$ cat src/flash_host_regs.vh
// timing counts, pin command encodings and operation codes for the flash command host
`ifndef FLASH_HOST_REGS_VH
`define FLASH_HOST_REGS_VH

// clock rate
`define CLK_MHZ          25
`define CLK_HZ           25000000

// pin timing figures in ns (minimums, rounded up to whole cycles)
`define T_AS_NS          10
`define T_WP_NS          90
`define T_WPH_NS         90
`define T_ACC_NS         70
`define TOGGLE_HIGH_PULSE_MIN_NS 150
`define NS_TO_CYC(t)     ((((t) * `CLK_MHZ) + 999) / 1000)
`define AS_CYC           `NS_TO_CYC(`T_AS_NS)
`define WP_CYC           `NS_TO_CYC(`T_WP_NS)
`define WPH_CYC          `NS_TO_CYC(`T_WPH_NS)
`define ACC_CYC          `NS_TO_CYC(`T_ACC_NS)
`define TOGGLE_HIGH_PULSE_MIN_CYC `NS_TO_CYC(`TOGGLE_HIGH_PULSE_MIN_NS)

// longest erase cycle in seconds, as a polling timeout
`define T_EC_MAX_S       10
`define ERASE_TMO_CYC    (`T_EC_MAX_S * `CLK_HZ)

// command addresses (lower fifteen address lines) and command bytes
`define ADDR_CMD_A       15'h5555
`define ADDR_CMD_B       15'h2aaa
`define CMD_UNLOCK_A     8'haa
`define CMD_UNLOCK_B     8'h55
`define CMD_ERASE_SETUP  8'h80
`define CMD_CHIP_ERASE   8'h10
`define CMD_SECTOR_ERASE 8'h30
`define CMD_ID_ENTRY     8'h90
`define CMD_ID_EXIT      8'hf0
`define CMD_BOOT_LOCK    8'h40
`define CMD_PROGRAM      8'ha0

// boot block word range in the standard variant
`define BOOT_LO          17'h00000
`define BOOT_HI          17'h01fff

// toggle status bit position on the data lines
`define TOGGLE_BIT       6

// host operation codes
`define OP_READ          3'h0
`define OP_CHIP_ERASE    3'h1
`define OP_SECTOR_ERASE  3'h2
`define OP_ID_ENTRY      3'h3
`define OP_ID_EXIT       3'h4
`define OP_BOOT_LOCK     3'h5
`define OP_PROGRAM       3'h6
`define OP_ID_READ       3'h7

`endif

$ cat src/flash_erase_id_toggle_control.v
// host-side sequencer driving a parallel flash through command writes, reads and toggle polling
`timescale 1ns/1ps
`include "flash_host_regs.vh"
`default_nettype none

module flash_erase_id_toggle_control #(
  parameter ADDR_W   = 17,
  parameter DATA_W   = 16,
  parameter POLL_TMO = `ERASE_TMO_CYC
) (
  // clock and reset
  input  wire              ref_clk,
  input  wire              reset,
  // user command port
  input  wire              cmd_valid,
  input  wire [2:0]        cmd_op,
  input  wire [ADDR_W-1:0] cmd_addr,
  input  wire [DATA_W-1:0] cmd_wdata,
  output wire              cmd_ready,
  output reg               done_ff,
  output reg               timeout_ff,
  output reg               boot_hit_ff,
  output reg  [DATA_W-1:0] rd_data_ff,
  // flash pins
  output reg  [ADDR_W-1:0] flash_addr_ff,
  output reg  [DATA_W-1:0] flash_dq_out_ff,
  output reg               flash_dq_oe_ff,
  input  wire [DATA_W-1:0] flash_dq_in,
  output reg               flash_ce_n_ff,
  output reg               flash_oe_n_ff,
  output reg               flash_we_n_ff,
  output reg               flash_rst_n_ff
);

  // one-hot states
  localparam [5:0] ST_IDLE  = 6'b000001;
  localparam [5:0] ST_WSET  = 6'b000010;
  localparam [5:0] ST_WLOW  = 6'b000100;
  localparam [5:0] ST_WHIGH = 6'b001000;
  localparam [5:0] ST_READ  = 6'b010000;
  localparam [5:0] ST_GAP   = 6'b100000;

  // last count of each timed phase, worked out wide and cut to the counters on purpose
  localparam integer AS_N     = `AS_CYC;
  localparam integer WP_N     = `WP_CYC - 1;
  localparam integer WPH_N    = `WPH_CYC - 1;
  localparam integer RD_N     = `ACC_CYC;
  localparam integer TOG_N    = `TOGGLE_HIGH_PULSE_MIN_CYC - 1;
  localparam integer TMO_N    = POLL_TMO - 1;
  localparam [3:0]   AS_LAST  = AS_N[3:0];
  localparam [3:0]   WP_LAST  = WP_N[3:0];
  localparam [3:0]   WPH_LAST = WPH_N[3:0];
  localparam [3:0]   RD_LAST  = RD_N[3:0];
  localparam [3:0]   TOG_LAST = TOG_N[3:0];
  localparam [27:0]  TMO_LAST = TMO_N[27:0];

  reg [5:0]        state_ff;
  reg [3:0]        cnt_ff;
  reg [2:0]        op_ff;
  reg [2:0]        step_ff;
  reg [ADDR_W-1:0] uaddr_ff;
  reg [DATA_W-1:0] udata_ff;
  reg              poll_ff;
  reg              have_prev_ff;
  reg              prev_tog_ff;
  reg [27:0]       poll_cnt_ff;

  wire [ADDR_W+DATA_W-1:0] cur_word;
  wire [2:0]               last_step;
  wire                     op_polls;

  // address and data of one write in a command sequence
  function [ADDR_W+DATA_W-1:0] seq_word;
    input [2:0]        op;
    input [2:0]        step;
    input [ADDR_W-1:0] ua;
    input [DATA_W-1:0] ud;
    reg   [14:0]       ca;
    reg   [7:0]        cd;
    begin
      ca = `ADDR_CMD_A;
      cd = `CMD_UNLOCK_A;
      case (step)
        3'd1, 3'd4: begin
          ca = `ADDR_CMD_B;
          cd = `CMD_UNLOCK_B;
        end
        3'd2: begin
          if (op == `OP_ID_ENTRY)
            cd = `CMD_ID_ENTRY;
          else if (op == `OP_ID_EXIT)
            cd = `CMD_ID_EXIT;
          else if (op == `OP_PROGRAM)
            cd = `CMD_PROGRAM;
          else
            cd = `CMD_ERASE_SETUP;
        end
        3'd5: begin
          if (op == `OP_CHIP_ERASE)
            cd = `CMD_CHIP_ERASE;
          else if (op == `OP_SECTOR_ERASE)
            cd = `CMD_SECTOR_ERASE;
          else
            cd = `CMD_BOOT_LOCK;
        end
        default: begin
          ca = `ADDR_CMD_A;
          cd = `CMD_UNLOCK_A;
        end
      endcase
      // upper data byte and upper address lines held low in commands, except the user address in the sector erase write and user address and data in the program write
      seq_word = {{(ADDR_W-15){1'b0}}, ca, {(DATA_W-8){1'b0}}, cd};
      if (op == `OP_PROGRAM && step == 3'd3)
        seq_word = {ua, ud};
      else if (op == `OP_SECTOR_ERASE && step == 3'd5)
        seq_word = {ua, {(DATA_W-8){1'b0}}, `CMD_SECTOR_ERASE};
    end
  endfunction

  // sequence length and whether completion must be polled
  assign last_step = (op_ff == `OP_PROGRAM) ? 3'd3 :
                     (op_ff == `OP_ID_ENTRY || op_ff == `OP_ID_EXIT) ? 3'd2 : 3'd5;
  assign op_polls  = (op_ff == `OP_CHIP_ERASE) || (op_ff == `OP_SECTOR_ERASE) ||
                     (op_ff == `OP_BOOT_LOCK) || (op_ff == `OP_PROGRAM);
  assign cur_word  = seq_word(op_ff, step_ff, uaddr_ff, udata_ff);

  // commands taken only when idle, so polling holds off the next sequence
  assign cmd_ready = (state_ff == ST_IDLE);

  // sequencer; one process keeps pin timing and state in step
  always @(posedge ref_clk or posedge reset) begin
    if (reset) begin
      state_ff        <= ST_IDLE;
      cnt_ff          <= 4'h0;
      op_ff           <= 3'h0;
      step_ff         <= 3'h0;
      uaddr_ff        <= {ADDR_W{1'b0}};
      udata_ff        <= {DATA_W{1'b0}};
      poll_ff         <= 1'b0;
      have_prev_ff    <= 1'b0;
      prev_tog_ff     <= 1'b0;
      poll_cnt_ff     <= 28'h0;
      done_ff         <= 1'b0;
      timeout_ff      <= 1'b0;
      boot_hit_ff     <= 1'b0;
      rd_data_ff      <= {DATA_W{1'b0}};
      flash_addr_ff   <= {ADDR_W{1'b0}};
      flash_dq_out_ff <= {DATA_W{1'b0}};
      flash_dq_oe_ff  <= 1'b0;
      flash_ce_n_ff   <= 1'b1;
      flash_oe_n_ff   <= 1'b1;
      flash_we_n_ff   <= 1'b1;
      flash_rst_n_ff  <= 1'b0;
    end else begin
      flash_rst_n_ff <= 1'b1;
      done_ff        <= 1'b0;
      cnt_ff         <= cnt_ff + 4'h1;
      if (poll_ff)
        poll_cnt_ff <= poll_cnt_ff + 28'h1;
      case (state_ff)
        ST_IDLE: begin
          cnt_ff         <= 4'h0;
          flash_ce_n_ff  <= 1'b1;
          flash_oe_n_ff  <= 1'b1;
          flash_we_n_ff  <= 1'b1;
          flash_dq_oe_ff <= 1'b0;
          if (cmd_valid) begin
            op_ff        <= cmd_op;
            step_ff      <= 3'h0;
            uaddr_ff     <= cmd_addr;
            udata_ff     <= cmd_wdata;
            poll_ff      <= 1'b0;
            have_prev_ff <= 1'b0;
            poll_cnt_ff  <= 28'h0;
            timeout_ff   <= 1'b0;
            // a program aimed at the boot block may be refused if locked
            boot_hit_ff  <= (cmd_op == `OP_PROGRAM) && (cmd_addr <= `BOOT_HI);
            if (cmd_op == `OP_READ) begin
              flash_addr_ff <= cmd_addr;
              state_ff      <= ST_READ;
            end else if (cmd_op == `OP_ID_READ) begin
              flash_addr_ff <= {{(ADDR_W-1){1'b0}}, cmd_addr[0]};
              state_ff      <= ST_READ;
            end else
              state_ff <= ST_WSET;
          end
        end
        // address and data stand a setup time before the strobe falls, else the latch races
        ST_WSET: begin
          flash_addr_ff   <= cur_word[ADDR_W+DATA_W-1:DATA_W];
          flash_dq_out_ff <= cur_word[DATA_W-1:0];
          flash_dq_oe_ff  <= 1'b1;
          flash_ce_n_ff   <= 1'b0;
          flash_oe_n_ff   <= 1'b1;
          if (cnt_ff == AS_LAST) begin
            cnt_ff        <= 4'h0;
            flash_we_n_ff <= 1'b0;
            state_ff      <= ST_WLOW;
          end
        end
        ST_WLOW: begin
          if (cnt_ff == WP_LAST) begin
            cnt_ff        <= 4'h0;
            flash_we_n_ff <= 1'b1;
            state_ff      <= ST_WHIGH;
          end
        end
        // data held through the high half; next write, polling or the done pulse follows
        ST_WHIGH: begin
          if (cnt_ff == WPH_LAST) begin
            cnt_ff         <= 4'h0;
            flash_dq_oe_ff <= 1'b0;
            if (step_ff != last_step) begin
              step_ff  <= step_ff + 3'h1;
              state_ff <= ST_WSET;
            end else if (op_polls) begin
              // poll at the last written address, kept for every read
              poll_ff       <= 1'b1;
              flash_ce_n_ff <= 1'b1;
              state_ff      <= ST_GAP;
            end else begin
              flash_ce_n_ff <= 1'b1;
              done_ff       <= 1'b1;
              state_ff      <= ST_IDLE;
            end
          end
        end
        // read with chip select and output enable low, sample at access time
        ST_READ: begin
          flash_ce_n_ff <= 1'b0;
          flash_oe_n_ff <= 1'b0;
          if (cnt_ff == RD_LAST) begin
            cnt_ff        <= 4'h0;
            flash_ce_n_ff <= 1'b1;
            flash_oe_n_ff <= 1'b1;
            rd_data_ff    <= flash_dq_in;
            if (!poll_ff) begin
              done_ff  <= 1'b1;
              state_ff <= ST_IDLE;
            end else if (have_prev_ff && (flash_dq_in[`TOGGLE_BIT] == prev_tog_ff)) begin
              // level itself means nothing; only a stopped toggle counts
              poll_ff  <= 1'b0;
              done_ff  <= 1'b1;
              state_ff <= ST_IDLE;
            end else if (poll_cnt_ff >= TMO_LAST) begin
              poll_ff    <= 1'b0;
              timeout_ff <= 1'b1;
              done_ff    <= 1'b1;
              state_ff   <= ST_IDLE;
            end else begin
              have_prev_ff <= 1'b1;
              prev_tog_ff  <= flash_dq_in[`TOGGLE_BIT];
              state_ff     <= ST_GAP;
            end
          end
        end
        // both strobes high for the toggle high-pulse minimum
        ST_GAP: begin
          flash_ce_n_ff <= 1'b1;
          flash_oe_n_ff <= 1'b1;
          if (cnt_ff == TOG_LAST) begin
            cnt_ff   <= 4'h0;
            state_ff <= ST_READ;
          end
        end
        default: begin
          state_ff <= ST_IDLE;
        end
      endcase
    end
  end

endmodule

`default_nettype wire

$ cat config.mk
export PLATFORM = sky130hd
export DESIGN_NAME = flash_erase_id_toggle_control
export DESIGN_NICKNAME = d
export VERILOG_FILES = /design/src/flash_erase_id_toggle_control.v
export VERILOG_INCLUDE_DIRS = /design/src
export SDC_FILE = /design/constraint.sdc
export NUM_CORES = 1
export LEC_CHECK = 0
export BUFFER_PORTS_ARGS = -buffer_cell sky130_fd_sc_hd__buf_2
export CAP_MARGIN = 20
export CORE_MARGIN = 10
export CORE_UTILIZATION = 50
export CTS_CLUSTER_SIZE = 12
export DETAILED_ROUTE_END_ITERATION = 8
export GPL_TIMING_DRIVEN = 0
export PLACE_DENSITY = 0.83
export REMOVE_ABC_BUFFERS = 1
export SETUP_SLACK_MARGIN = 0.3
export SLEW_MARGIN = 40
export SYNTH_ARGS = -nofsm -noshare
export SYNTH_HDL_FRONTEND = slang
export SYNTH_SLANG_ARGS = --single-unit
$ cat constraint.sdc
create_clock -name ref_clk -period 5.1 [get_ports ref_clk]
set_input_delay 0.51 -clock ref_clk [delete_from_list [all_inputs] [get_ports ref_clk]]
set_output_delay 0.51 -clock ref_clk [all_outputs]
set_load 0.03 [all_outputs]
# [After elaboration in Yosys (flattened, before gate mapping)]
# Index checks and enable logic that the tools add are counted.
[classes] addsub=3 reduce_logical=33 order_cmp=2 n_bitwise=2 n_eq_ne=38 n_mux=77
[ops] cell="28-bit two-way mux" count=3
[ops] cell="6-bit two-way mux" count=12
[ops] cell="33-bit two-way mux" count=2
[ops] cell="17-bit two-way mux" count=3
[ops] cell="6-bit one-hot mux with 6 select lines" count=1
[ops] cell="17-bit one-hot mux with 2 select lines" count=1
[ops] cell="1-bit two-way mux" count=29
[ops] cell="28-bit by 1-bit adder with 28-bit output (second input constant)" count=1
[ops] cell="28-bit greater-or-equal comparator (second input constant)" count=1
[ops] cell="7-bit two-way mux" count=4
[ops] cell="2-bit inequality test (second input constant)" count=13
[ops] cell="8-bit one-hot mux with 3 select lines" count=1
[ops] cell="6-bit AND reduction" count=4
[ops] cell="3-bit == test (second input constant)" count=7
[ops] cell="17-bit by 13-bit less-or-equal comparator with 1-bit output (second input constant)" count=1
[ops] cell="4-bit one-hot mux with 4 select lines" count=1
[ops] cell="15-bit two-way mux" count=1
[ops] cell="3-bit two-way mux" count=5
[ops] cell="3-bit by 2-bit == test with 1-bit output (second input constant)" count=4
[ops] cell="4-bit two-way mux" count=3
[ops] cell="5-bit two-way mux" count=2
[ops] cell="1-bit one-hot mux with 3 select lines" count=3
[ops] cell="3-bit AND reduction" count=3
[ops] cell="3-bit nonzero test" count=3
[ops] cell="other kinds (28)" count=47
[word_totals] register_bits=137 out_inout_bits=58 wordCells=176

# [Depth between registers and ports, before layout]
[depth] word_depth=8 ltp_mapped=10 ltp_nobuf=8

# [Worst setup path before layout]
# Ideal clock, no wire load.
[synth_path] path_type="reg2reg" from="register step_ff[1]" to="register flash_addr_ff[11]" path_slack_ps=3186 setup_ps=82 path_stages_with_launch=10 arrival_time_ps=1832 n_path_buf=1 synth_period_minus_slack_ps=1914 required_ps=5018 path_cell_list="dfrtp_1 > inv_1 > ha_1 > nand2_1 > o21ai_0 > nand3b_1 > buf_2 > a21oi_1 > o21ai_0 > a31oi_1"
[synth_via] elab_chain_cells=6 elab_cells_between_ends=11
[synth_rtl] element="from (decl)" line_no="flash_erase_id_toggle_control.v:60" source="reg [2:0] step_ff;"
[synth_rtl] element="from (signal assigned)" line_no="flash_erase_id_toggle_control.v:214" source="step_ff <= step_ff + 3'h1;"
[synth_rtl] element="3-bit by 1-bit == test with 1-bit output / 3-bit == test (equally long branches)" line_no="flash_erase_id_toggle_control.v:83" source="case (step)"
[synth_rtl] element="2-bit OR reduction" line_no="flash_erase_id_toggle_control.v:83"
[synth_rtl] element="15-bit two-way mux" line_no="flash_erase_id_toggle_control.v:83"
[synth_rtl] element="33-bit two-way mux" line_no="flash_erase_id_toggle_control.v:115" source="else if (op == `OP_SECTOR_ERASE && step == 3'd5)"
[synth_rtl] element="33-bit two-way mux *" line_no="flash_erase_id_toggle_control.v:113" source="if (op == `OP_PROGRAM && step == 3'd3)"
[synth_rtl] element="17-bit one-hot mux with 2 select lines *" line_no="flash_erase_id_toggle_control.v:160" source="case (state_ff)"
[synth_rtl] element="to (signal assigned)" line_no="flash_erase_id_toggle_control.v:179" source="flash_addr_ff <= cmd_addr;"
[synth_rtl] element="to (signal assigned)" line_no="flash_erase_id_toggle_control.v:182" source="flash_addr_ff <= {{(ADDR_W-1){1'b0}}, cmd_addr[0]};"
[synth_rtl] element="to (signal assigned)" line_no="flash_erase_id_toggle_control.v:190" source="flash_addr_ff <= cur_word[ADDR_W+DATA_W-1:DATA_W];"
[synth_rtl] element="to (decl)" line_no="flash_erase_id_toggle_control.v:25" source="output reg [ADDR_W-1:0] flash_addr_ff,"
# Every way passes the cells marked *; elsewhere a longest branch is shown, timed or not.
# A chain may end at the register's enable or synchronous reset.

# [Worst setup path in the final report]
[layout_path] from="register state_ff[0]" to="register flash_addr_ff[0]"
[layout_via] elab_chain_cells=3 elab_cells_between_ends=7
[layout_rtl] element="from (decl)" line_no="flash_erase_id_toggle_control.v:57" source="reg [5:0] state_ff;"
[layout_rtl] element="from (signal assigned)" line_no="flash_erase_id_toggle_control.v:133" source="state_ff <= ST_IDLE;"
[layout_rtl] element="from (signal assigned)" line_no="flash_erase_id_toggle_control.v:180" source="state_ff <= ST_READ;"
[layout_rtl] element="from (signal assigned)" line_no="flash_erase_id_toggle_control.v:183" source="state_ff <= ST_READ;"
[layout_rtl] element="6-bit by 1-bit == test with 1-bit output / 6-bit by 2-bit == test with 1-bit output (equally long branches)" line_no="flash_erase_id_toggle_control.v:160"
[layout_rtl] element="3-bit by 1-bit inequality test with 1-bit output (no line) (tied with other cells)"
[layout_rtl] element="3-bit AND reduction (no line)"
# Several ways; a longest one is shown, not always the timed one.

==> impl_results.md <==
* Status: finished, final reports clean
* First drt pass iteration count at 5
* Synthesized area at 6480 um^2
* Number of rows created at floorplan at 41
* Min-Delay Path Class: input port to asynchronous set/reset pin
* GR Util All Layers at 17.3%
* Number of synthesized flops with an enable pin at 0
* Total DRC errors in the routed layout at 0
* Critical Path Sink Type: register
* Leakage dissipation at 3.78 nW
* Vias in the first global route at 5390
* Ports placed on the boundary at 113
* H-Tree Depth at 4
* Largest net degree at the start of global routing at 71
* Cts bufs inserted at 17
* Max-slew violation count at 0
* Share of layout cells above drive strength 1 at 23.5%
* Max rail drop VDD at 0.000320 V
* Final setup fails at 0
* Aggregate global routing overflow at 0
* Crit path kind: register to register
* HPWL after detailed placement at 10.2 mm
* Area added between synthesis and finish at 20.0%
* Flip-flop and latch count after synthesis at 137
* Worst Tran Pin Value at 804 ps
* Mean Syn Cell Area at 9.40 um^2
* Width of the die at 134 um
* Share of flip-flops with an asynchronous set or reset at 100%
* Number of antenna-violating nets in the routed design at 0
* YS warnings at 0
* Kind of start point of the critical path: register
* PostCTS Resize Cnt at 0
* Pwr/cell area at 590 nW/um^2
* Post-Route Skew at 8.08 ps
* Number of distinct standard cells referenced by the synthesized netlist at 62
* Clock Path Buffers at 2
* Post-CTS Repair Setup Buffers at 0
* Worst-skew pair later-pin latency at 420 ps
* Finished Core Util at 61.4%
* Arrival time of the worst setup path at 2960 ps
* # clock sinks at 137
* Top achievable clock speed at 0.377 GHz
* Clock tree from TritonCTS: yes
* Count of port buffers added during placement at 112
* Chain of cells forming the critical path: nor4b_4 > and3_4 > buf_12 > nand2_1 > nand2_2 > mux2_2
* Final critical-path share of the clock period at 52.0%
* Number of DRC violations after detailed-routing iteration 0 at 349
* Max-cap violation count at 0
* Detail-routed via count per cell at 5.45
* Initial antenna violation count at 0
* Crit-path leading delay family: simple AND/OR/NAND/NOR gates
* Placer's final routability congestion estimate at 0.844
* Post-route setup TNS at 0 ps
* Clock root buffer: sky130_fd_sc_hd__clkbuf_16
* Total wire length at 15.4 mm
* Max-slew headroom at the worst pin at 46.3%
* Unrepaired setup endpoints after global routing: no
* Final layout net count at 853
* Sequential cell area fraction in the yosys report at 53.0%
* Reg clk slew, reported paths at 60 ps
* Antenna Diode Count at 0
* Via Count at 5302
* Placeable core region at 12700 um^2
* Crit-path max cell delay at 610 ps
* Shortest period the worst path allows at 2650 ps
* Die Footprint at 17900 um^2
* Maximum fanout count along the critical path at 53
* Worst Path Buf+Inv at 1
* Synthesized instance count at 689
* Slowest stage cell, crit path: sky130_fd_sc_hd__dfstp_2
* Critical path data required time at 5400 ps
* Number of hold-slack violations in the final timing report at 0
* CTS Hold Buffers Added at 0
* Average wire length per cell after detail routing at 15.9 um
* Wire length of the first global-routing pass at 25.8 mm
* Starting utilization of the core area at 51.1%
* Most instantiated flip-flop cell in the synthesis netlist: sky130_fd_sc_hd__dfrtp_1
* DIE HEIGHT at 134 um
cell usage after synthesis, types with 15 or more instances:
library cell | n | area share [%]
sky130_fd_sc_hd__dfrtp_1 | 133 | 51
sky130_fd_sc_hd__nand2_1 | 171 | 9.9
sky130_fd_sc_hd__xor2_1 | 25 | 3.4
sky130_fd_sc_hd__a21oi_1 | 21 | 1.6
sky130_fd_sc_hd__o21ai_0 | 31 | 2.4
sky130_fd_sc_hd__clkbuf_1 | 15 | 0.87
sky130_fd_sc_hd__nand3_1 | 27 | 2.1
sky130_fd_sc_hd__a31oi_1 | 15 | 1.4
sky130_fd_sc_hd__buf_2 | 19 | 1.5
sky130_fd_sc_hd__nor2_1 | 72 | 4.2
sky130_fd_sc_hd__mux2_2 | 18 | 3.1
cells in the final DEF (no fill, tap or decap), types with 3 or more instances in the layout:
master                       instances
sky130_fd_sc_hd__o21ai_0            31
sky130_fd_sc_hd__nor2_1             71
sky130_fd_sc_hd__nor3b_1             4
sky130_fd_sc_hd__nor2_2              3
sky130_fd_sc_hd__clkbuf_16          17
sky130_fd_sc_hd__nor4_1              3
sky130_fd_sc_hd__ha_1                9
sky130_fd_sc_hd__or3_1               4
sky130_fd_sc_hd__clkinv_2            3
sky130_fd_sc_hd__nand4_1            14
sky130_fd_sc_hd__mux2_2             18
sky130_fd_sc_hd__a31oi_1            15
sky130_fd_sc_hd__xnor2_1             6
sky130_fd_sc_hd__nand3b_1            4
sky130_fd_sc_hd__o31ai_1             3
sky130_fd_sc_hd__nand2_2             3
sky130_fd_sc_hd__buf_2             112
sky130_fd_sc_hd__inv_1              13
sky130_fd_sc_hd__xor2_1             25
sky130_fd_sc_hd__and4_1              3
sky130_fd_sc_hd__o22ai_1             7
sky130_fd_sc_hd__dfrtp_1           133
sky130_fd_sc_hd__a211o_1             3
sky130_fd_sc_hd__dfstp_2             4
sky130_fd_sc_hd__nand2b_1            4
sky130_fd_sc_hd__nand3_1            27
sky130_fd_sc_hd__a21oi_1            21
sky130_fd_sc_hd__mux2i_1             7
sky130_fd_sc_hd__nand2_1           170
sky130_fd_sc_hd__clkinvlp_4          4
sky130_fd_sc_hd__and3_1              6
power breakdown:
part	internal [mW]	switching, mW	total (mW)	leakage (nW)
clock network	0.729	0.463	1.19	0.269
registers	1.45	0.239	1.69	1.74
logic	0.572	1.13	1.70	1.76
total	2.75	1.83	4.58	3.78
per-stage QoR:
step | instance area, um^2 | setup WS (ps) | power [mW] | cells | hold WS, ps
global route | 7780 | 2280 | 4.88 | 973 | 159
detailed placement | 7180 | 2210 | 3.40 | 940 | 452
global placement | 7090 | -565 | 3.30 | 937 | 444
CTS | 7750 | 2170 | 4.61 | 971 | 148
finish | 7780 | 2450 | 4.58 | 973 | 116
floorplan | 6310 | 929 | 2.85 | 653 | 440
worst paths after layout:
kind / startpoint / end / slack [ps] / cells after the start
worst max register to register: state_ff[0]$_DFFE_PP1P_ / flash_addr_ff[0]$_DFFE_PP0P_ / 2450 / 6
min in group ref_clk: cmd_wdata[7] / udata_ff[7]$_DFFE_PP0P_ / 280 / 3
worst min register to register: flash_dq_out_ff[15]$_DFFE_PP0P_ / flash_dq_out_ff[15]$_DFFE_PP0P_ / 460 / 2
worst min-delay path: reset / flash_addr_ff[11]$_DFFE_PP0P_ / 120 / 2
max in group asynchronous: reset / flash_ce_n_ff$_DFFE_PP1P_ / 4250 / 3
worst max-delay path: state_ff[0]$_DFFE_PP1P_ / flash_addr_ff[0]$_DFFE_PP0P_ / 2450 / 6
kinds of logic (layout without fill, tap and decap cells):
| logic type | count (synthesis) | count (layout) | synth area share (%) |
|---|---|---|---|
| simple gates | 332 | 332 | 23.2 |
| flops | 137 | 137 | 53.0 |
| compound gates | 102 | 102 | 9.96 |
| buf+inv | 51 | 163 | 3.49 |
| xor+xnor | 31 | 31 | 4.19 |
| mux | 26 | 26 | 4.38 |
| fa+ha+maj | 9 | 9 | 1.74 |
| other cells | 1 | 1 | 0.0579 |
state kept, by name (all words and copies together), names as in the netlist, 4 cells and up:
name	count
cnt_ff	4
flash_addr_ff	17
flash_dq_out_ff	16
poll_cnt_ff	28
rd_data_ff	16
state_ff	6
uaddr_ff	17
udata_ff	16
area by class of cell:
| cell class | count | area [um^2] |
|---|---|---|
| Inverter | 15 | 63.8 |
| Clock buffer | 20 | 447 |
| Tap cell | 172 | 215 |
| Clock inverter | 11 | 123 |
| Sequential cell | 137 | 3430 |
| Multi-Input combinational cell | 501 | 2840 |
| Fill cell | 1053 | 4890 |
| Timing Repair Buffer | 117 | 658 |
layer usage:
layer / global-route usage (%) / wire length (um) / share of wire, % / up-vias
li1: - / - / - / 2538
met1: 20.3 / 6370 / 41 / 2561
met2: 28.1 / 7400 / 48 / 179
met3: 7.21 / 1460 / 9.4 / 24
met4: 6.05 / 211 / 1.4 / 0
met5: 0 / 0 / 0 / -
No activity file was read; power rests on OpenSTA's default activity.
